### src/hdl/atrc_pkg.sv
// Package for the converter trigger-select and result-compare block.
// Assumes a 32-bit Avalon-MM register port with byte addresses.
package atrc_pkg;
	// Sizes
	localparam int ATRC_NUM_CH = 26;
	localparam int ATRC_NUM_CMP = 4;
	localparam int ATRC_NUM_TRIG_REGS = 13;
	localparam int ATRC_RES_W = 16;
	localparam int ATRC_READY_FIRST = 16;
	localparam int ATRC_READY_W = 10;

	// Byte offsets; each register takes one aligned word
	localparam logic [7:0] ATRC_OFS_READY_HIGH = 8'h00;
	localparam logic [7:0] ATRC_OFS_TRIG_BASE = 8'h04;
	localparam logic [7:0] ATRC_OFS_CMP_CTRL_BASE = 8'h40;
	localparam logic [7:0] ATRC_OFS_CMP_LO_BASE = 8'h50;
	localparam logic [7:0] ATRC_OFS_CMP_HI_BASE = 8'h60;
	localparam logic [7:0] ATRC_OFS_CMP_MASK_BASE = 8'h70;

	// Trigger select fields
	localparam int ATRC_TRG_W = 5;
	localparam int ATRC_TRG_EVEN_LSB = 0;
	localparam int ATRC_TRG_ODD_LSB = 8;
	localparam logic [4:0] ATRC_TRG_RST = 5'h00;

	// Trigger source codes
	localparam logic [4:0] ATRC_SEL_OFF = 5'h00;
	localparam logic [4:0] ATRC_SEL_SW_COMMON = 5'h01;
	localparam logic [4:0] ATRC_SEL_SW_LEVEL = 5'h02;
	localparam logic [4:0] ATRC_SEL_RESERVED = 5'h03;
	localparam logic [4:0] ATRC_SEL_PWM_FIRST = 5'h04;
	localparam logic [4:0] ATRC_SEL_PWM_LAST = 5'h13;
	localparam logic [4:0] ATRC_SEL_CCP_FIRST = 5'h14;
	localparam logic [4:0] ATRC_SEL_CCP_LAST = 5'h1b;
	localparam logic [4:0] ATRC_SEL_LOGIC_CELL_ONE_OUTPUT = 5'h1c;
	localparam logic [4:0] ATRC_SEL_LOGIC_CELL_TWO_OUTPUT = 5'h1d;
	localparam logic [4:0] ATRC_SEL_SEQ = 5'h1e;
	localparam logic [4:0] ATRC_SEL_EXT_PIN = 5'h1f;

	// Comparator control fields
	localparam int ATRC_CMP_EN_BIT = 7;
	localparam int ATRC_CMP_IE_BIT = 6;
	localparam int ATRC_CMP_STAT_BIT = 5;
	localparam int ATRC_CMP_BETWEEN_LIMITS_CONDITION_BIT = 4;
	localparam int ATRC_CMP_HIGH_ABOVE_CONDITION_BIT = 3;
	localparam int ATRC_CMP_HIGH_BELOW_CONDITION_BIT = 2;
	localparam int ATRC_CMP_LOW_ABOVE_CONDITION_BIT = 1;
	localparam int ATRC_CMP_LOW_BELOW_CONDITION_BIT = 0;
	localparam int ATRC_CMP_EVENT_CHANNEL_NUMBER_LSB = 8;
	localparam logic [7:0] ATRC_CMP_CTRL_WMASK = 8'hdf;
	localparam logic [7:0] ATRC_CMP_CTRL_RST = 8'h00;
	localparam logic [4:0] ATRC_EVENT_CHANNEL_NUMBER_RST = 5'h00;
	localparam logic [15:0] ATRC_THRESH_RST = 16'h0000;
	localparam logic [25:0] ATRC_MASK_RST = 26'h0000000;

	// One stored conversion result from the converter core
	typedef struct packed {
		logic valid;
		logic [4:0] channel;
		logic [15:0] data;
	} atrc_result_t;

	// Trigger sources from the on-chip peripherals
	typedef struct packed {
		logic sw_common;
		logic sw_level;
		logic [15:0] pwm;
		logic [7:0] ccp;
		logic logic_cell_one_output;
		logic logic_cell_two_output;
		logic seq;
		logic ext_pin;
	} atrc_trig_src_t;
endpackage : atrc_pkg

### src/hdl/atrc_top.sv
// Trigger-source selection per channel and four digital result comparators.
// Assumes one clock, synchronous inputs, a converter core that reports each
// stored result as a one-cycle valid and keeps its own ready flags.
//
// Local design decisions: the Avalon-MM register port and the register addresses.
`timescale 1ns/1ps

// Behaviour
// - Ready flags 16..25 read-only, upper bits zero
// - Five-bit selector per channel, packed two per register
// - Codes 0 off, 1 common, 2 level, 3 reserved
// - Codes 4..19 pick PWM triggers in pairs
// - Codes 20..27 pick capture/compare units 1-7, 9
// - Codes 28..31 logic cells, sequencer, external pin
// - Channel c lives in register c/2, even low
// - Unused selector bits ignore writes, read zero
// - Clearing comparator enable also clears event flag
// - Event records causing channel number in bits 12:8
// - Interrupt enable routes event to common interrupt
// - Event flag set by hardware, cleared on read
// - Between: low <= result < high
// - High-above: result >= high
// - High-below: result < high
// - Low-above: result >= low
// - Low-below: result < low
// - Only masked-in channels reach a comparator
module atrc_top
	import atrc_pkg::*;
#(
	parameter int NUM_CH = ATRC_NUM_CH,
	parameter int NUM_CMP = ATRC_NUM_CMP
) (
	input wire logic clk,
	input wire logic sys_rst,
	input wire logic ce,
	input wire logic [7:0] avs_address,
	input wire logic avs_read,
	input wire logic avs_write,
	input wire logic [31:0] avs_writedata,
	input wire logic [3:0] avs_byteenable,
	output logic [31:0] avs_readdata,
	output logic avs_waitrequest,
	input wire logic [NUM_CH-1:0] channel_result_ready_flags,
	input wire atrc_result_t channel_result_buffer,
	input wire atrc_trig_src_t trig_src,
	output logic [NUM_CH-1:0] conv_start_reg,
	output logic common_irq_reg,
	output logic [NUM_CMP-1:0] cmp_irq_reg
);
	// Register storage
	logic [4:0] channel_trigger_source [NUM_CH];
	logic [7:0] cmp_ctrl_reg [NUM_CMP];
	logic [4:0] event_channel_number [NUM_CMP];
	logic [15:0] compare_low_threshold [NUM_CMP];
	logic [15:0] compare_high_threshold [NUM_CMP];
	logic [NUM_CH-1:0] cmp_mask_reg [NUM_CMP];

	// Bus access qualifiers
	logic commit;
	logic wr_commit;
	logic rd_commit;
	logic [5:0] word_idx;
	logic [31:0] rdata_next;
	logic [31:0] src_vec;
	logic [NUM_CMP-1:0] cmp_hit;
	logic [NUM_CMP-1:0] event_channel_number_read;
	logic [NUM_CMP-1:0] ctrl_wr;

	// Waitrequest drops one cycle after a request appears; the access
	// completes on the edge that samples it low, so side effects fire once.
	assign commit = (avs_read | avs_write) & ~avs_waitrequest;
	assign wr_commit = commit & avs_write;
	assign rd_commit = commit & avs_read;
	assign word_idx = avs_address[7:2];

	always_ff @(posedge clk or posedge sys_rst) begin
		if (sys_rst) begin
			avs_waitrequest <= 1'b1;
		end else if (ce) begin
			if (commit) begin
				avs_waitrequest <= 1'b1;
			end else if (avs_read | avs_write) begin
				avs_waitrequest <= 1'b0;
			end
		end
	end

	// Read data is captured when waitrequest falls and holds until the next
	always_ff @(posedge clk or posedge sys_rst) begin
		if (sys_rst) begin
			avs_readdata <= 32'h00000000;
		end else if (ce) begin
			if (avs_read & avs_waitrequest) begin
				avs_readdata <= rdata_next;
			end
		end
	end

	// Read mux; unmapped words read zero
	always_comb begin
		rdata_next = 32'h00000000;
		if (avs_address[7:2] == ATRC_OFS_READY_HIGH[7:2]) begin
			rdata_next[ATRC_READY_W-1:0] =
				channel_result_ready_flags[ATRC_READY_FIRST +: ATRC_READY_W];
		end
		for (int k = 0; k < ATRC_NUM_TRIG_REGS; k++) begin
			if (word_idx == 6'(ATRC_OFS_TRIG_BASE[7:2] + 6'(k))) begin
				rdata_next[ATRC_TRG_EVEN_LSB +: ATRC_TRG_W] =
					channel_trigger_source[2*k];
				rdata_next[ATRC_TRG_ODD_LSB +: ATRC_TRG_W] =
					channel_trigger_source[2*k+1];
			end
		end
		for (int x = 0; x < NUM_CMP; x++) begin
			if (word_idx == 6'(ATRC_OFS_CMP_CTRL_BASE[7:2] + 6'(x))) begin
				rdata_next[7:0] = cmp_ctrl_reg[x];
				rdata_next[ATRC_CMP_EVENT_CHANNEL_NUMBER_LSB +: 5] = event_channel_number[x];
			end
			if (word_idx == 6'(ATRC_OFS_CMP_LO_BASE[7:2] + 6'(x))) begin
				rdata_next[15:0] = compare_low_threshold[x];
			end
			if (word_idx == 6'(ATRC_OFS_CMP_HI_BASE[7:2] + 6'(x))) begin
				rdata_next[15:0] = compare_high_threshold[x];
			end
			if (word_idx == 6'(ATRC_OFS_CMP_MASK_BASE[7:2] + 6'(x))) begin
				rdata_next[NUM_CH-1:0] = cmp_mask_reg[x];
			end
		end
	end

	// Trigger selectors; only the five implemented bits of each byte store
	genvar gc;
	generate
		for (gc = 0; gc < NUM_CH; gc++) begin : g_trig
			localparam logic [5:0] WIDX = 6'(ATRC_OFS_TRIG_BASE[7:2] + 6'(gc / 2));
			localparam int BYTE = gc % 2; // Even channel low byte, odd high
			always_ff @(posedge clk or posedge sys_rst) begin
				if (sys_rst) begin
					channel_trigger_source[gc] <= ATRC_TRG_RST;
				end else if (ce) begin
					if (wr_commit && word_idx == WIDX && avs_byteenable[BYTE]) begin
						channel_trigger_source[gc] <=
							avs_writedata[8*BYTE +: ATRC_TRG_W];
					end
				end
			end

			// Start is the selected source, registered once per cycle
			always_ff @(posedge clk or posedge sys_rst) begin
				if (sys_rst) begin
					conv_start_reg[gc] <= 1'b0;
				end else if (ce) begin
					conv_start_reg[gc] <= src_vec[channel_trigger_source[gc]];
				end
			end
		end
	endgenerate

	// Source vector indexed by selector code
	always_comb begin
		src_vec = 32'h00000000;
		src_vec[ATRC_SEL_OFF] = 1'b0;
		src_vec[ATRC_SEL_SW_COMMON] = trig_src.sw_common;
		src_vec[ATRC_SEL_SW_LEVEL] = trig_src.sw_level;
		src_vec[ATRC_SEL_RESERVED] = 1'b0; // Reserved never starts
		src_vec[ATRC_SEL_PWM_LAST:ATRC_SEL_PWM_FIRST] = trig_src.pwm;
		src_vec[ATRC_SEL_CCP_LAST:ATRC_SEL_CCP_FIRST] = trig_src.ccp;
		src_vec[ATRC_SEL_LOGIC_CELL_ONE_OUTPUT] = trig_src.logic_cell_one_output;
		src_vec[ATRC_SEL_LOGIC_CELL_TWO_OUTPUT] = trig_src.logic_cell_two_output;
		src_vec[ATRC_SEL_SEQ] = trig_src.seq;
		src_vec[ATRC_SEL_EXT_PIN] = trig_src.ext_pin;
	end

	// Digital comparators
	genvar gx;
	generate
		for (gx = 0; gx < NUM_CMP; gx++) begin : g_cmp
			localparam logic [5:0] CIDX = 6'(ATRC_OFS_CMP_CTRL_BASE[7:2] + 6'(gx));
			localparam logic [5:0] LIDX = 6'(ATRC_OFS_CMP_LO_BASE[7:2] + 6'(gx));
			localparam logic [5:0] HIDX = 6'(ATRC_OFS_CMP_HI_BASE[7:2] + 6'(gx));
			localparam logic [5:0] MIDX = 6'(ATRC_OFS_CMP_MASK_BASE[7:2] + 6'(gx));
			logic ge_lo;
			logic lt_hi;
			logic in_mask;
			logic [7:0] ctl;

			assign ctl = cmp_ctrl_reg[gx];
			assign ge_lo = channel_result_buffer.data >= compare_low_threshold[gx];
			assign lt_hi = channel_result_buffer.data < compare_high_threshold[gx];
			// Channel codes above the last input never match
			assign in_mask = (channel_result_buffer.channel < 5'(NUM_CH)) &&
				cmp_mask_reg[gx][channel_result_buffer.channel];
			// One check per valid result; conditions are ORed
			assign cmp_hit[gx] = channel_result_buffer.valid && in_mask &&
				ctl[ATRC_CMP_EN_BIT] && (
				(ctl[ATRC_CMP_BETWEEN_LIMITS_CONDITION_BIT] && ge_lo && lt_hi) ||
				(ctl[ATRC_CMP_HIGH_ABOVE_CONDITION_BIT] && !lt_hi) ||
				(ctl[ATRC_CMP_HIGH_BELOW_CONDITION_BIT] && lt_hi) ||
				(ctl[ATRC_CMP_LOW_ABOVE_CONDITION_BIT] && ge_lo) ||
				(ctl[ATRC_CMP_LOW_BELOW_CONDITION_BIT] && !ge_lo));
			assign ctrl_wr[gx] = wr_commit && word_idx == CIDX && avs_byteenable[0];
			assign event_channel_number_read[gx] = rd_commit && word_idx == CIDX;

			// Writable control bits; the status bit is hardware-owned
			always_ff @(posedge clk or posedge sys_rst) begin
				if (sys_rst) begin
					cmp_ctrl_reg[gx] <= ATRC_CMP_CTRL_RST;
				end else if (ce) begin
					if (cmp_hit[gx]) begin
						cmp_ctrl_reg[gx][ATRC_CMP_STAT_BIT] <= 1'b1; // Set wins
					end else if (ctrl_wr[gx] && !avs_writedata[ATRC_CMP_EN_BIT]) begin
						cmp_ctrl_reg[gx][ATRC_CMP_STAT_BIT] <= 1'b0;
					end else if (event_channel_number_read[gx]) begin
						cmp_ctrl_reg[gx][ATRC_CMP_STAT_BIT] <= 1'b0;
					end
					if (ctrl_wr[gx]) begin
						for (int b = 0; b < 8; b++) begin
							if (ATRC_CMP_CTRL_WMASK[b]) begin
								cmp_ctrl_reg[gx][b] <= avs_writedata[b];
							end
						end
					end
				end
			end

			// Channel that caused the latest event; read-only to software
			always_ff @(posedge clk or posedge sys_rst) begin
				if (sys_rst) begin
					event_channel_number[gx] <= ATRC_EVENT_CHANNEL_NUMBER_RST;
				end else if (ce) begin
					if (cmp_hit[gx]) begin
						event_channel_number[gx] <= channel_result_buffer.channel;
					end
				end
			end

			// Thresholds and channel mask
			always_ff @(posedge clk or posedge sys_rst) begin
				if (sys_rst) begin
					compare_low_threshold[gx] <= ATRC_THRESH_RST;
					compare_high_threshold[gx] <= ATRC_THRESH_RST;
					cmp_mask_reg[gx] <= ATRC_MASK_RST;
				end else if (ce && wr_commit) begin
					for (int b = 0; b < 4; b++) begin
						if (avs_byteenable[b]) begin
							if (b < 2 && word_idx == LIDX) begin
								compare_low_threshold[gx][8*(b%2) +: 8] <= avs_writedata[8*b +: 8];
							end
							if (b < 2 && word_idx == HIDX) begin
								compare_high_threshold[gx][8*(b%2) +: 8] <= avs_writedata[8*b +: 8];
							end
						end
					end
					if (word_idx == MIDX) begin
						for (int i = 0; i < NUM_CH; i++) begin
							if (avs_byteenable[i/8]) begin
								cmp_mask_reg[gx][i] <= avs_writedata[i];
							end
						end
					end
				end
			end

			// Event pulse goes to the common or the dedicated interrupt
			always_ff @(posedge clk or posedge sys_rst) begin
				if (sys_rst) begin
					cmp_irq_reg[gx] <= 1'b0;
				end else if (ce) begin
					cmp_irq_reg[gx] <= cmp_hit[gx] && !ctl[ATRC_CMP_IE_BIT];
				end
			end
		end
	endgenerate

	// Common interrupt pulse from any comparator with its interrupt enable set
	always_ff @(posedge clk or posedge sys_rst) begin
		if (sys_rst) begin
			common_irq_reg <= 1'b0;
		end else if (ce) begin
			common_irq_reg <= 1'b0;
			for (int x = 0; x < NUM_CMP; x++) begin
				if (cmp_hit[x] && cmp_ctrl_reg[x][ATRC_CMP_IE_BIT]) begin
					common_irq_reg <= 1'b1;
				end
			end
		end
	end
endmodule : atrc_top

### config.mk
export PLATFORM = sky130hd
export DESIGN_NAME = atrc_top
export DESIGN_NICKNAME = d
export VERILOG_FILES = /design/src/hdl/atrc_pkg.sv /design/src/hdl/atrc_top.sv
export SDC_FILE = /design/constraint.sdc
export NUM_CORES = 1
export LEC_CHECK = 0
export BUFFER_PORTS_ARGS = -buffer_cell sky130_fd_sc_hd__buf_2
export CORE_UTILIZATION = 35
export DETAILED_ROUTE_END_ITERATION = 10
export HOLD_SLACK_MARGIN = 0.06
export PLACE_DENSITY_LB_ADDON = 0.08
export SETUP_SLACK_MARGIN = 0.05
export SLEW_MARGIN = 20
export SYNTH_ARGS = -nofsm -noshare
export SYNTH_HDL_FRONTEND = slang
export SYNTH_SLANG_ARGS = --single-unit
### constraint.sdc
create_clock -name clk -period 35.3 [get_ports clk]
set_input_delay 3.53 -clock clk [delete_from_list [all_inputs] [get_ports clk]]
set_output_delay 3.53 -clock clk [all_outputs]
set_load 0.05 [all_outputs]
==> impl_metrics.ini <==
[detailed_routing]
wl_um = 139000
m1WireLength_um = 61300
drc_errors = 0
routedWlPerCell_um = 34.5
wl_met3_um = 13600
vias = 26000
wl_met2_um = 60100
drt-vias-per-instance = 6.46
drtPass1Iterations = 6
ant_nets = 0
maxUsedRoutingLayer = met5
drt_iter0_drc = 3165

[grt]
antenna_found_initial = 10
grt_max_degree = 168
grt_pass1_vias = 25900
track_usage_pct = 30.2
grt_pass1_wl_um = 197000
grt_overflow = 0

[power_and_ir_drop]
power.leakage_uw = 0.0151
fin_total_pwr_uw = 1610
power.density_nw_per_um2 = 45.1
vdd_ir_drop_max_uv = 38.2

[clocking]
clkLatencyLatePin_ps = 690
cts_sinks = 472
numCtsBuffers = 59
htree_levels = 2
ctsResizeCount = 0
ctsHoldBuffers = 0
tritoncts = done
cts-root-buf = clkbuf_16
clockBufferDepth = 3
clkTransAtPathRegs_ps = 60
cts_setup_buffers = 0

[synthesis]
ys_warn_count = 0
synthesis.area_um2 = 31800
ys_ff_latch = 472
ys.flop_type = dfrtp_1
synth_top_area_cell = dfrtp_1
async_reset_ff_share_pct = 100
postSynthAreaPerCell_um2 = 11.5
synth-seq-area-share_pct = 37.1
synth_area_leaders = dfrtp_1 (37%), mux4_2 (18%), mux2_2 (14%)
synth.top_cell.area_share_pct = 37.0
syn_inst = 2768
synth_cell_types = 79
synth_edf_count = 0

[timing]
finalMaxSlewViolations = 0
holdWs_ps = 479
setup_viol = 0
finalSetupTns_ps = 0
max-slew-margin-rel_pct = 17.4
final-hold-violation-count = 0
fmax_ghz = 0.147
tightestPinTransition_ps = 1230
min_period_ps = 6820
period_share_pct = 19.3
rsz0062_at_grt = no
finClkSkew_ps = 68.4

[critical_path]
critical_path_peak_fanout = 32
cp_slowest_cell = a311oi_1
start_kind = input pin
cp_num_buf_inv = 3
worstPathCellList = buf_2 -> buf_4 -> buf_4 -> or4b_1 -> nor2_2 -> a211oi_1 -> o221ai_1 -> a311oi_1 -> o32a_1 -> o21ai_1 -> o21a_1
cp_common_cell = buf_4
arrival_ps = 7380
cp_data_required_time_ps = 35870
setup.worst_path.class = input pin to flop
max_stage_delay_ps = 620
cp-end-kind = flop
path_delay_family = compound AO/OA/AOI/OAI gates

[flow_run]
drv_cap = 0

[cells_and_area]
fin_nets = 3052
nFillCells = 8783
syn2layout_area_growth_pct = 11.9
largest_register_ffs = 130
drive_gt1_share_pct = 34.1
register_area_um2 = 11800
layout_commonest_cell = dfrtp_1
multi_input_area_um2 = 18600
final_cell_mix = dfrtp_1 (471), mux2_2 (384), mux4_2 (259), nand2_1 (219), o21ai_0 (176)

[floorplan]
rows = 110
fp.dieArea_um2 = 92100
boundaryPins = 191
fp.coreArea_um2 = 90000
die_w_um = 303
initial_core_util_pct = 35.3
dieHeight_um = 303

[status]
status = finished, final reports clean

[place]
io_buffers = 160
place.gp.congestion = 0.921
hpwl_um = 91900

[worst_hold_path]
min_path_type = flop to flop
## final timing paths
path                                                 from                         end  slack (ps)  cells after the start
worst max-delay path                       avs_address[5]            avs_readdata[12]       28480                     11
worst min-delay path                    conv_start_reg[6]           conv_start_reg[6]         480                      2
worst max register to register  compare_low_threshold[47]    event_channel_number[14]       31680                      8
worst min register to register          conv_start_reg[6]           conv_start_reg[6]         480                      2
max in group asynchronous                         sys_rst  compare_high_threshold[13]       30040                      4
min in group asynchronous                         sys_rst           conv_start_reg[1]        3010                      2
## synth_stat cells (all sizes together), types with 14 or more instances
library cell	instances
a211oi	19
a21o	16
a21oi	93
a221oi	30
a22oi	54
a31oi	14
and3	15
buf	65
clkbuf	173
dfrtp	471
ha	124
inv	130
mux2	389
mux2i	67
mux4	259
nand2	219
nand3	38
nand3b	27
nand4	20
nor2	147
o211ai	21
o21ai	180
o22ai	25
## cell type report
cell class                      count  area share [%]
Multi-Input combinational cell   1930            52.2
Sequential cell                   472            33.2
Clock buffer                       95            4.98
Tap cell                         1176            4.13
Timing Repair Buffer              205            3.34
Inverter                          133            1.42
Clock inverter                     17           0.710
Antenna cell                        1         0.00703
## tightest hold or removal path, cell delays in order, from the launching register on
cell     delay, ps
dfrtp_1        340
nand2_1         50
o21ai_0         60
## power by group
group          leakage [uW]  internal, uW  switching, uW
clock              0.000990           373            267
sequential          0.00636           582           46.1
combinational       0.00773           116            222
total                0.0151          1070            535
## metal layers
layer	up-vias	GRT usage, %
li1	10600	-
met1	13800	44.0
met2	1385	44.1
met3	248	7.34
met4	6	8.92
met5	-	0
## cell families after synthesis
| group | after synthesis | share of synthesized area (%) |
|---|---|---|
| adder cells (fa/ha/maj) | 124 | 4.88 |
| flip-flops | 472 | 37.1 |
| buffers and inverters | 371 | 4.63 |
| XOR/XNOR | 1 | 0.0275 |
| other | 1 | 0.0118 |
| AO/OA/AOI/OAI | 549 | 11.2 |
| multiplexers | 715 | 34.3 |
| AND/OR/NAND/NOR | 535 | 7.86 |
## metrics by stage
step | area [um^2] | worst slack (ps) | util (%) | std cells
after global routing | 35600 | 28460 | 39.5 | 4028
after CTS | 35600 | 28530 | 39.5 | 4027
final | 35600 | 28480 | 39.5 | 4029
after detailed placement | 33500 | 27800 | 37.3 | 3915
after global placement | 33500 | 27770 | 37.2 | 3914
after floorplan | 31800 | 18610 | - | 2773
No activity file was read; power rests on OpenSTA's default activity.
